**config.mk**
```make
export PLATFORM = sky130hd
export DESIGN_NAME = csxd_core
export DESIGN_NICKNAME = d
export VERILOG_FILES = /design/src/hdl/csxd_pkg.sv /design/src/hdl/csxd_alu.sv /design/src/hdl/csxd_core.sv
export SDC_FILE = /design/constraint.sdc
export NUM_CORES = 1
export LEC_CHECK = 0
export BUFFER_PORTS_ARGS = -buffer_cell sky130_fd_sc_hd__buf_2
export CORE_MARGIN = 10
export CORE_UTILIZATION = 58
export CTS_CLUSTER_SIZE = 16
export DETAILED_ROUTE_END_ITERATION = 6
export GPL_ROUTABILITY_DRIVEN = 0
export PLACE_DENSITY = 0.87
export SLEW_MARGIN = 25
export SYNTH_ARGS = -nofsm -noshare
export SYNTH_HDL_FRONTEND = slang
export SYNTH_SLANG_ARGS = --single-unit
```
**constraint.sdc**
```tcl
create_clock -name mclk_i -period 2.9 [get_ports mclk_i]
set_input_delay 0 -clock mclk_i [delete_from_list [all_inputs] [get_ports mclk_i]]
set_output_delay 0 -clock mclk_i [all_outputs]
set_load 0.05 [all_outputs]
```
**src/hdl/csxd_pkg.sv**
```systemverilog
/*
 * Constants for the compare, test-zero and literal-xor decode/execute block.
 * Assumes one instruction clock in which each instruction cycle takes four phases.
 */
package csxd_pkg;
	localparam logic [6:0] CSXD_OP_SKIP_GREATER = 7'h32;
	localparam logic [6:0] CSXD_OP_SKIP_LESS    = 7'h30;
	localparam logic [6:0] CSXD_OP_SKIP_ZERO    = 7'h33;
	localparam logic [7:0] CSXD_OP_XOR_LITERAL  = 8'h0A;
	localparam logic [7:0] CSXD_INDEXED_LIMIT   = 8'h5F;
	localparam logic [7:0] CSXD_ACCESS_SPLIT    = 8'h60;
	localparam int         CSXD_BANK_BITS       = 4;
	localparam logic [7:0] CSXD_WORK_RESET      = 8'h00;
	localparam logic [3:0] CSXD_BANK_RESET      = 4'h0;
	localparam logic [3:0] CSXD_ACCESS_HIGH     = 4'hF;
	localparam logic [1:0] CSXD_PHASE_RESET     = 2'h0;
	localparam logic [1:0] CSXD_PHASE_LAST      = 2'h3;
	localparam logic [1:0] CSXD_NOP_ONE_WORD    = 2'h1;
	localparam logic [1:0] CSXD_NOP_TWO_WORD    = 2'h2;
	typedef enum logic [1:0] {CSXD_PH_DECODE, CSXD_PH_READ, CSXD_PH_PROCESS, CSXD_PH_WRITE}
		csxd_phase_e;
endpackage

```
**src/hdl/csxd_alu.sv**
```systemverilog
/*
 * Combinational evaluator: unsigned compare by subtraction, zero test and xor.
 * Assumes operands are stable during the write phase, when the core uses the results.
 */
`timescale 1ns/1ns
`default_nettype none
module csxd_alu
	import csxd_pkg::*;
(
	input  wire logic [7:0] file_val_i,
	input  wire logic [7:0] work_val_i,
	input  wire logic [7:0] literal_i,
	output logic            greater_o,
	output logic            less_o,
	output logic            zero_o,
	output logic [7:0]      xor_o
);
	wire logic [8:0] diff;
	wire logic [8:0] diff_rev;

	// Unsigned f - W; borrow means f < W, the reverse borrow means f > W.
	assign diff      = {1'b0, file_val_i} - {1'b0, work_val_i};
	assign diff_rev  = {1'b0, work_val_i} - {1'b0, file_val_i};
	assign less_o    = diff[8];
	assign greater_o = diff_rev[8];
	assign zero_o    = (file_val_i == 8'h00);
	assign xor_o     = work_val_i ^ literal_i;
endmodule
`default_nettype wire

```
**src/hdl/csxd_core.sv**
```systemverilog
/*
 * Decode and execute of compare-skip-greater, compare-skip-less, test-skip-zero and
 * xor-literal-to-work. Holds the working register and its negative and zero flags.
 * Assumes the fetch unit presents the instruction word at phase zero of each cycle and
 * that the data memory answers a read address with data in the same cycle.
 */
`timescale 1ns/1ns
`default_nettype none
// Behaviour
// - Opcode 0110010a with file address skips the next instruction when file exceeds work.
// - Opcode 0110000a with file address skips the next instruction when file is below work.
// - Opcode 0110011a with file address skips the next instruction when the file byte is zero.
// - A taken skip discards the prefetched word and runs one no-operation cycle instead, two when the next instruction is two words.
// - Less subtracts work from file, greater subtracts file from work, both unsigned; neither modifies a register.
// - Bank bit clear addresses the access bank; set, the bank select register gives the bank.
// - Bank bit clear, extended set enabled and address at most 5Fh use indexed literal offset.
// - Any file address 0 to 255 and either bank bit value are accepted as operands.
// - Opcode 00001010 xors the literal into the working register and updates negative and zero.
module csxd_core
	import csxd_pkg::*;
(
	input  wire logic                      mclk_i,
	input  wire logic                      sys_rst_i,
	input  wire logic [15:0]               instr_i,
	input  wire logic                      next_two_word_i,
	input  wire logic                      ext_set_en_i,
	input  wire logic [CSXD_BANK_BITS-1:0] bank_select_register_i,
	input  wire logic [7:0]                index_base_i,
	input  wire logic [7:0]                file_data_i,
	output logic [11:0]                    file_addr_o,
	output logic                           file_rd_o,
	output logic [7:0]                     working_register_o,
	output logic                           neg_flag_o,
	output logic                           zero_flag_o,
	output logic                           skip_o,
	output logic                           nop_cycle_o,
	output logic [1:0]                     phase_o
);
	csxd_phase_e phase;
	csxd_phase_e next_phase;
	logic [15:0] ir;
	logic [7:0]  working_register;
	logic [7:0]  file_val;
	logic [1:0]  nop_left;
	logic        nop_cycle;
	logic        neg_flag;
	logic        zero_flag;
	logic        skip;
	logic [11:0] file_addr;
	logic        file_rd;

	wire logic       is_greater;
	wire logic       is_less;
	wire logic       is_zero_test;
	wire logic       is_xor;
	wire logic       is_file_op;
	wire logic       bank_bit;
	wire logic [7:0] faddr;
	wire logic       indexed;
	wire logic [7:0] indexed_addr;
	wire logic [11:0] next_file_addr;
	wire logic       alu_greater;
	wire logic       alu_less;
	wire logic       alu_zero;
	wire logic [7:0] alu_xor;
	wire logic       skip_taken;
	wire logic       in_nop;
	wire logic [1:0] skip_nop_count;
	wire logic [1:0] next_nop_left;
	wire logic       next_skip;
	wire logic       at_decode;
	wire logic       at_read;
	wire logic       at_process;
	wire logic       at_write;
	wire logic [15:0] next_ir;
	wire logic       write_work;
	wire logic       next_neg_flag;
	wire logic       next_zero_flag;

	assign is_greater   = (ir[15:9] == CSXD_OP_SKIP_GREATER);
	assign is_less      = (ir[15:9] == CSXD_OP_SKIP_LESS);
	assign is_zero_test = (ir[15:9] == CSXD_OP_SKIP_ZERO);
	assign is_xor       = (ir[15:8] == CSXD_OP_XOR_LITERAL);
	assign is_file_op   = is_greater | is_less | is_zero_test;
	assign bank_bit     = ir[8];
	assign faddr        = ir[7:0];
	assign indexed      = !bank_bit && ext_set_en_i && (faddr <= CSXD_INDEXED_LIMIT);
	assign indexed_addr = index_base_i + faddr;
	// Access bank: low addresses map to bank 0, the rest to the top bank.
	assign next_file_addr = indexed ? {4'h0, indexed_addr}
		: bank_bit ? {bank_select_register_i, faddr}
		: (faddr < CSXD_ACCESS_SPLIT) ? {4'h0, faddr} : {CSXD_ACCESS_HIGH, faddr};
	// Indexed offset here ignores a carry past 8 bits; the upper page is not reachable.

	csxd_alu u_alu (
		.file_val_i (file_val),
		.work_val_i (working_register),
		.literal_i  (ir[7:0]),
		.greater_o  (alu_greater),
		.less_o     (alu_less),
		.zero_o     (alu_zero),
		.xor_o      (alu_xor)
	);

	assign skip_taken = (is_greater && alu_greater) || (is_less && alu_less)
		|| (is_zero_test && alu_zero);
	assign in_nop = (nop_left != 2'h0);
	assign skip_nop_count = next_two_word_i ? CSXD_NOP_TWO_WORD : CSXD_NOP_ONE_WORD;
	// A countdown in progress wins over a new skip: a discarded word cannot skip again.
	assign next_nop_left = in_nop ? (nop_left - 2'h1)
		: skip_taken ? skip_nop_count : 2'h0;
	assign next_skip = !in_nop && skip_taken;

	assign at_decode  = (phase == CSXD_PH_DECODE);
	assign at_read    = (phase == CSXD_PH_READ);
	assign at_process = (phase == CSXD_PH_PROCESS);
	assign at_write   = (phase == CSXD_PH_WRITE);

	// A discarded word is latched as zero, which decodes to nothing.
	assign next_ir = in_nop ? 16'h0000 : instr_i;
	// Only xor writes work and flags; compares leave both untouched.
	assign write_work     = at_write && is_xor;
	assign next_neg_flag  = alu_xor[7];
	assign next_zero_flag = (alu_xor == 8'h00);

	always_comb
	begin
		case (phase)
			CSXD_PH_DECODE:  next_phase = CSXD_PH_READ;
			CSXD_PH_READ:    next_phase = CSXD_PH_PROCESS;
			CSXD_PH_PROCESS: next_phase = CSXD_PH_WRITE;
			CSXD_PH_WRITE:   next_phase = CSXD_PH_DECODE;
			default:         next_phase = CSXD_PH_DECODE;
		endcase
	end

	always_ff @(posedge mclk_i)
	begin
		if (sys_rst_i)
			phase <= CSXD_PH_DECODE;
		else
			phase <= next_phase;
	end

	always_ff @(posedge mclk_i)
	begin
		if (sys_rst_i)
			ir <= 16'h0000;
		else if (at_decode)
			ir <= next_ir;
	end

	// The address is held until the next read phase so the memory sees a steady request.
	always_ff @(posedge mclk_i)
	begin
		if (sys_rst_i)
		begin
			file_addr <= 12'h000;
			file_rd <= 1'b0;
		end
		else
		begin
			if (at_read)
				file_addr <= next_file_addr;
			file_rd <= at_read && is_file_op;
		end
	end

	// Data is captured while the read strobe stands, one cycle after the address moved.
	always_ff @(posedge mclk_i)
	begin
		if (sys_rst_i)
			file_val <= 8'h00;
		else if (at_process)
			file_val <= file_data_i;
	end

	// The discard count and its output copy change together, at the end of the write phase.
	always_ff @(posedge mclk_i)
	begin
		if (sys_rst_i)
		begin
			nop_left <= 2'h0;
			nop_cycle <= 1'b0;
			skip <= 1'b0;
		end
		else
		begin
			if (at_write)
			begin
				nop_left <= next_nop_left;
				nop_cycle <= (next_nop_left != 2'h0);
			end
			skip <= at_write && next_skip;
		end
	end

	always_ff @(posedge mclk_i)
	begin
		if (sys_rst_i)
		begin
			working_register <= CSXD_WORK_RESET;
			neg_flag <= 1'b0;
			zero_flag <= 1'b0;
		end
		else if (write_work)
		begin
			working_register <= alu_xor;
			neg_flag <= next_neg_flag;
			zero_flag <= next_zero_flag;
		end
	end

	assign working_register_o = working_register;
	assign neg_flag_o = neg_flag;
	assign zero_flag_o = zero_flag;
	assign skip_o = skip;
	assign file_addr_o = file_addr;
	assign file_rd_o = file_rd;
	assign phase_o = phase;
	assign nop_cycle_o = nop_cycle;
endmodule
`default_nettype wire

```
### Word level (Yosys, flattened, before mapping)

Cells that the tools add are included.

| storage, ports and cells | value |
|---|---|
| register bits | 53 |
| logic and storage cells | 53 |

| operators by class | value |
|---|---|
| add/sub/neg operators | 4 |
| order comparisons | 2 |
| equality and inequality tests | 7 |
| multiplexer cells | 8 |
| bitwise logic cells | 3 |
| reduce and logical (&&, ||, !) cells | 18 |

Operator list:

| operator | number |
|---|---|
| $mux W12 | 3 |
| $eq A7 B6 Y1 const B | 3 |
| $sub A8 B8 Y9 | 2 |
| $logic_not A8 Y1 | 2 |
| $mux W16 | 1 |
| $logic_and A1 B1 Y1 | 9 |
| $add A8 B8 Y8 | 1 |
| $eq A8 B4 Y1 const B | 1 |
| $le A8 B7 Y1 const B | 1 |
| $lt A8 B7 Y1 const B | 1 |
| $pmux W2 S4 | 1 |
| $xor A8 B8 Y8 | 1 |
| $mux W2 | 3 |
| $eq A2 B2 Y1 const B | 2 |
| $reduce_bool A2 Y1 | 2 |
| $eq A2 B1 Y1 const B | 1 |
| $logic_not A1 Y1 | 2 |
| $logic_not A2 Y1 | 1 |
| $logic_or A1 B1 Y1 | 2 |
| $or A1 B1 Y1 | 2 |
| $sub A2 B1 Y2 const B | 1 |

### Depth between registers and ports, before layout

| depth | value |
|---|---|
| depth after elaboration | 7 |
| mapped depth | 8 |
| gate-level depth less buffers | 8 |

### Modules after synthesis

A second synthesis with hierarchy kept.

| unflattened totals | value |
|---|---|
| cells, all modules | 327 |
| area total of the unflattened synthesis | 2839.0 sq um |

By module, submodules not included:

| module | times used | cells each | area an instance (sq um) | sequential area each (sq um) |
|---|---|---|---|---|
| csxd_core | 1 | 271 | 2409.8 | 1041.0 |
| csxd_alu | 1 | 56 | 429.2 | 0.0 |

### Least setup slack after synthesis

Ideal clock, no wire load.

| timing path | value |
|---|---|
| path type | reg-to-reg |
| from | reg working_register[2], in the netlist working_register_o[2] |
| to | reg nop_left[0] |
| library setup time | 0.092 ns |
| arrival time | 2.040 ns |
| required time | 2.808 ns |
| path slack | 0.768 ns |
| stages on the path, launching flop included | 8 |
| buffers on the path | 0 |
| period minus slack after synthesis | 2.132 ns |
| cell sequence | dfxtp_1 inv_1 ha_1 a211oi_1 o21ai_0 a221oi_1 nor3_1 o32ai_1 |

| on the way | value |
|---|---|
| word-level cells in the longest chain between the ends | 6 |
| elaborated cells on any way between the ends | 8 |
| classes of those cells | add/sub (2); mux (2); reduce/logical (4) |

Ends and longest elaborated chain:

| item | line | RTL |
|---|---|---|
| start, declared | csxd_core.sv:42 | `logic [7:0] working_register;` |
| start signal, assigned | csxd_core.sv:208 | `working_register <= alu_xor;` |
| $sub A8 B8 Y9, on equally long branches | csxd_alu.sv:23, csxd_alu.sv:22 |  |
| $logic_and A1 B1 Y1 | csxd_core.sv:105 | `assign skip_taken = (is_greater && alu_greater) \|\| (is_less && alu_less)` |
| $logic_or A1 B1 Y1 (*) | csxd_core.sv:105 |  |
| $logic_or A1 B1 Y1 (*) | csxd_core.sv:106 | `\|\| (is_zero_test && alu_zero);` |
| $mux W2 (*) | csxd_core.sv:111 | `: skip_taken ? skip_nop_count : 2'h0;` |
| $mux W2 (*) | csxd_core.sv:110 | `assign next_nop_left = in_nop ? (nop_left - 2'h1)` |
| end signal, assigned | csxd_core.sv:191 | `nop_left <= next_nop_left;` |
| end, declared | csxd_core.sv:44 | `logic [1:0] nop_left;` |

Mark *: on every way between the ends. The rest lies on a longest branch, timed or not.
A chain may end at the register's enable or synchronous reset.

### Final worst setup path

| timing path | value |
|---|---|
| from | reg working_register[2], in the netlist working_register_o[2] |
| to | reg skip, in the netlist skip_o |

| on the way | value |
|---|---|
| word-level cells in the longest chain between the ends | 6 |
| elaborated cells on any way between the ends | 8 |
| classes of those cells | add/sub (2); reduce/logical (6) |

Ends and longest elaborated chain:

| item | line | RTL |
|---|---|---|
| $sub A8 B8 Y9, on equally long branches | csxd_alu.sv:23, csxd_alu.sv:22 |  |
| $logic_and A1 B1 Y1 | csxd_core.sv:105 |  |
| $logic_or A1 B1 Y1 (*) | csxd_core.sv:105 |  |
| $logic_or A1 B1 Y1 (*) | csxd_core.sv:106 |  |
| $logic_and A1 B1 Y1 (*) | csxd_core.sv:112 | `assign next_skip = !in_nop && skip_taken;` |
| $logic_and A1 B1 Y1 (*) | csxd_core.sv:194 | `skip <= at_write && next_skip;` |
| end signal, assigned | csxd_core.sv:194 |  |
| end, declared | csxd_core.sv:48 | `logic skip;` |

Marked as above.

==> impl_results.md <==
- Ys async rst share: 0%
- I/O pins: 67
- Final Hold Viols: 0
- Sink Count: 52
- Initial Util: 60.4%
- Final wirelength: 7.81 mm
- DR WL/cell: 15.7 um
- Most frequent cells in the layout: buf_2, dfxtp_1, nor2_1
- Final Net Count: 495
- CTS root buffer: clkbuf_8
- Clk slew on worst S/H paths: 0.10 ns
- Worst skew pair latency: 0.31 ns
- GRT overflow: 0
- Number of setup buffers added after CTS: 0
- CTS tree: done
- Final slew viol count: 0
- Net Count, Synth: 405
- EDFF count, synth: 0
- Worst setup margin: 0.912 ns
- Leakage: 0.00164 uW
- First-pass GRT wire length: 13.0 mm
- Final period utilization: 68.6%
- GRT Total Usage: 18.9%
- Area Overhead vs Synth: 26.4%
- Number of hold buffers added after CTS: 25
- ANT nets after route: 0
- Final Setup Violations: 0
- Drt pass-1 iters: 4
- DRC: 0
- Mapped Avg Cell Area: 8.50 sq um
- Slew @ Worst Pin: 0.611 ns
- Via count: 2695
- WS Path Type: reg2reg
- DPL Wire Length: 5.56 mm
- PortBufs: 66
- Cell taking the most area after synthesis: dfxtp_1
- Synth warnings: 0
- Chip Width: 90.4 um
- P per Cell Area: 656 mW/mm^2
- Clock Path Buffers: 2
- Status: complete, no violations
- Die ar.: 0.00816 sq mm
- Worst IR Drop VDD: 415 uV
- Worst Path Arrival: 2.20 ns
- Synth Register Bits: 52
- Most used flip-flop cell after synthesis: dfxtp_1
- Commonest non-fill, non-tap cell in the layout: buf_2
- Vias in the first global route: 2683
- Pre-CTS WS: 0.958 ns
- Initial DRC Count: 230
- Placed cell count: 463
- H-tree levels: 2
- Critical path capture point type: flop
- Top cell type's share of synthesized area: 36.3%
- Row count: 25
- Worst hold slack: 0.0318 ns
- Largest net degree at the start of global routing: 51
- CP max FO: 4
- Rel. slew slack: 59.3%
- Synth Instances: 338
- Syn Std Cell Area: 0.00287 sq mm
- Post-CTS Resized: 0
- Hold WC Path Type: in2reg
- Post-route clock skew: 0.0127 ns
- Yosys cell types: 47
- Reg-to-reg setup timing slack: 0.91 ns
- Die Span Y: 90.4 um
- Layout cell share with drive strength beyond 1: 19.6%
- Post-synthesis sequential area ratio: 36.3%
- Non-Filler Instances: 497
- Antenna violations before repair: 1
- Startpoint Class: flop
- WP data required: 3.12 ns
- Placed Area: 0.00327 sq mm
- Vias per cell: 5.42
- Max-cap violations: 0
- TritonCTS buffer count: 5
- Synth area leaders: dfxtp_1, ha_1, nor2_1, nor2b_1, a21oi_1
- Total Neg Setup Slack: 0 ns
- FMAX: 503 MHz
- RSZ-0062 raised after global routing: false
- Period minus WS final: 1.99 ns
- Design area: 0.00363 sq mm
- Core area: 0.00475 sq mm
[cell type report]
type	instances	area [sq um]
Tap cell	67	83.8
Clock buffer	5	68.8
Sequential cell	52	1040
Multi-Input combinational cell	253	1700
Fill cell	340	1120
Inverter	21	78.8
Clock inverter	3	42.5
Antenna cell	1	2.50
Timing Repair Buffer	95	611
[metal layers]
layer | track usage (%) | routed length [um]
met1 | 22.2 | 3260
met2 | 32.3 | 3820
met3 | 4.24 | 555
met4 | 7.56 | 171
met5 | 0 | 0
[worst max-delay path, cell delays in order, from the launching register on]
cell and delay, ns:
dfxtp_1 0.43, inv_1 0.10, ha_1 0.33, a211oi_1 0.23
o21ai_0 0.13, a221oi_1 0.27, nor3_1 0.12, nor3_1 0.28
[Yosys cell counts, types with 2 or more instances]
master and n:
xor2_1 10, nand3_1 6, nand3b_1 3, dfxtp_1 52
o21ai_0 7, nor3_1 6, nor2_1 50, o21a_1 4
a21oi_1 24, mux2i_1 11, and3_1 2, nand4b_1 2
inv_1 21, a311oi_1 4, nand2b_1 8, xnor2_1 7
clkbuf_1 9, a211oi_1 9, nor4_1 4, nand2_1 22
nor2b_1 23, o22ai_1 2, a21o_1 3, ha_1 26
[path summary, 6_finish.rpt]
| kind | startpoint | cells after the start | end |
|---|---|---|---|
| hold / removal | index_base_i[7] | 3 | file_addr_o[7] |
| setup / recovery | working_register_o[2] | 7 | skip_o |
| setup reg to reg | working_register_o[2] | 7 | skip_o |
| hold reg to reg | file_addr_o[8] | 2 | file_addr_o[8] |
[state kept, by name, indices dropped and copies added, names as in the netlist, 2 cells and up]
name,cells
phase_o,2
nop_left,2
working_register_o,8
file_addr_o,12
ir,16
file_val,8
[power by group]
group | internal, uW | switching (uW) | total [uW]
Clock | 256 | 249 | 505
Combinational | 367 | 577 | 944
Sequential | 820 | 113 | 932
Total | 1440 | 938 | 2380
[per-stage QoR]
| stage | total power [uW] | util [%] |
|---|---|---|
| global route | 2520 | 76.3 |
| global placement | 1820 | 68.7 |
| finish | 2380 | 76.3 |
| detailed placement | 1850 | 68.7 |
| CTS | 2380 | 76.3 |
| floorplan | 1610 | - |
[cell families (layout without fill, tap and decap cells)]
group | count (synthesis) | after routing | synth area share, %
AND/OR/NAND/NOR | 136 | 136 | 24.3
AO/OA/AOI/OAI | 62 | 62 | 13.9
flip-flops | 52 | 52 | 36.3
buffers and inverters | 33 | 124 | 4.49
adder cells (fa/ha/maj) | 27 | 27 | 12.0
XOR/XNOR | 17 | 17 | 5.19
multiplexers | 11 | 11 | 3.83
other | 0 | 1 | 0
No activity file was read; power rests on OpenSTA's default activity.
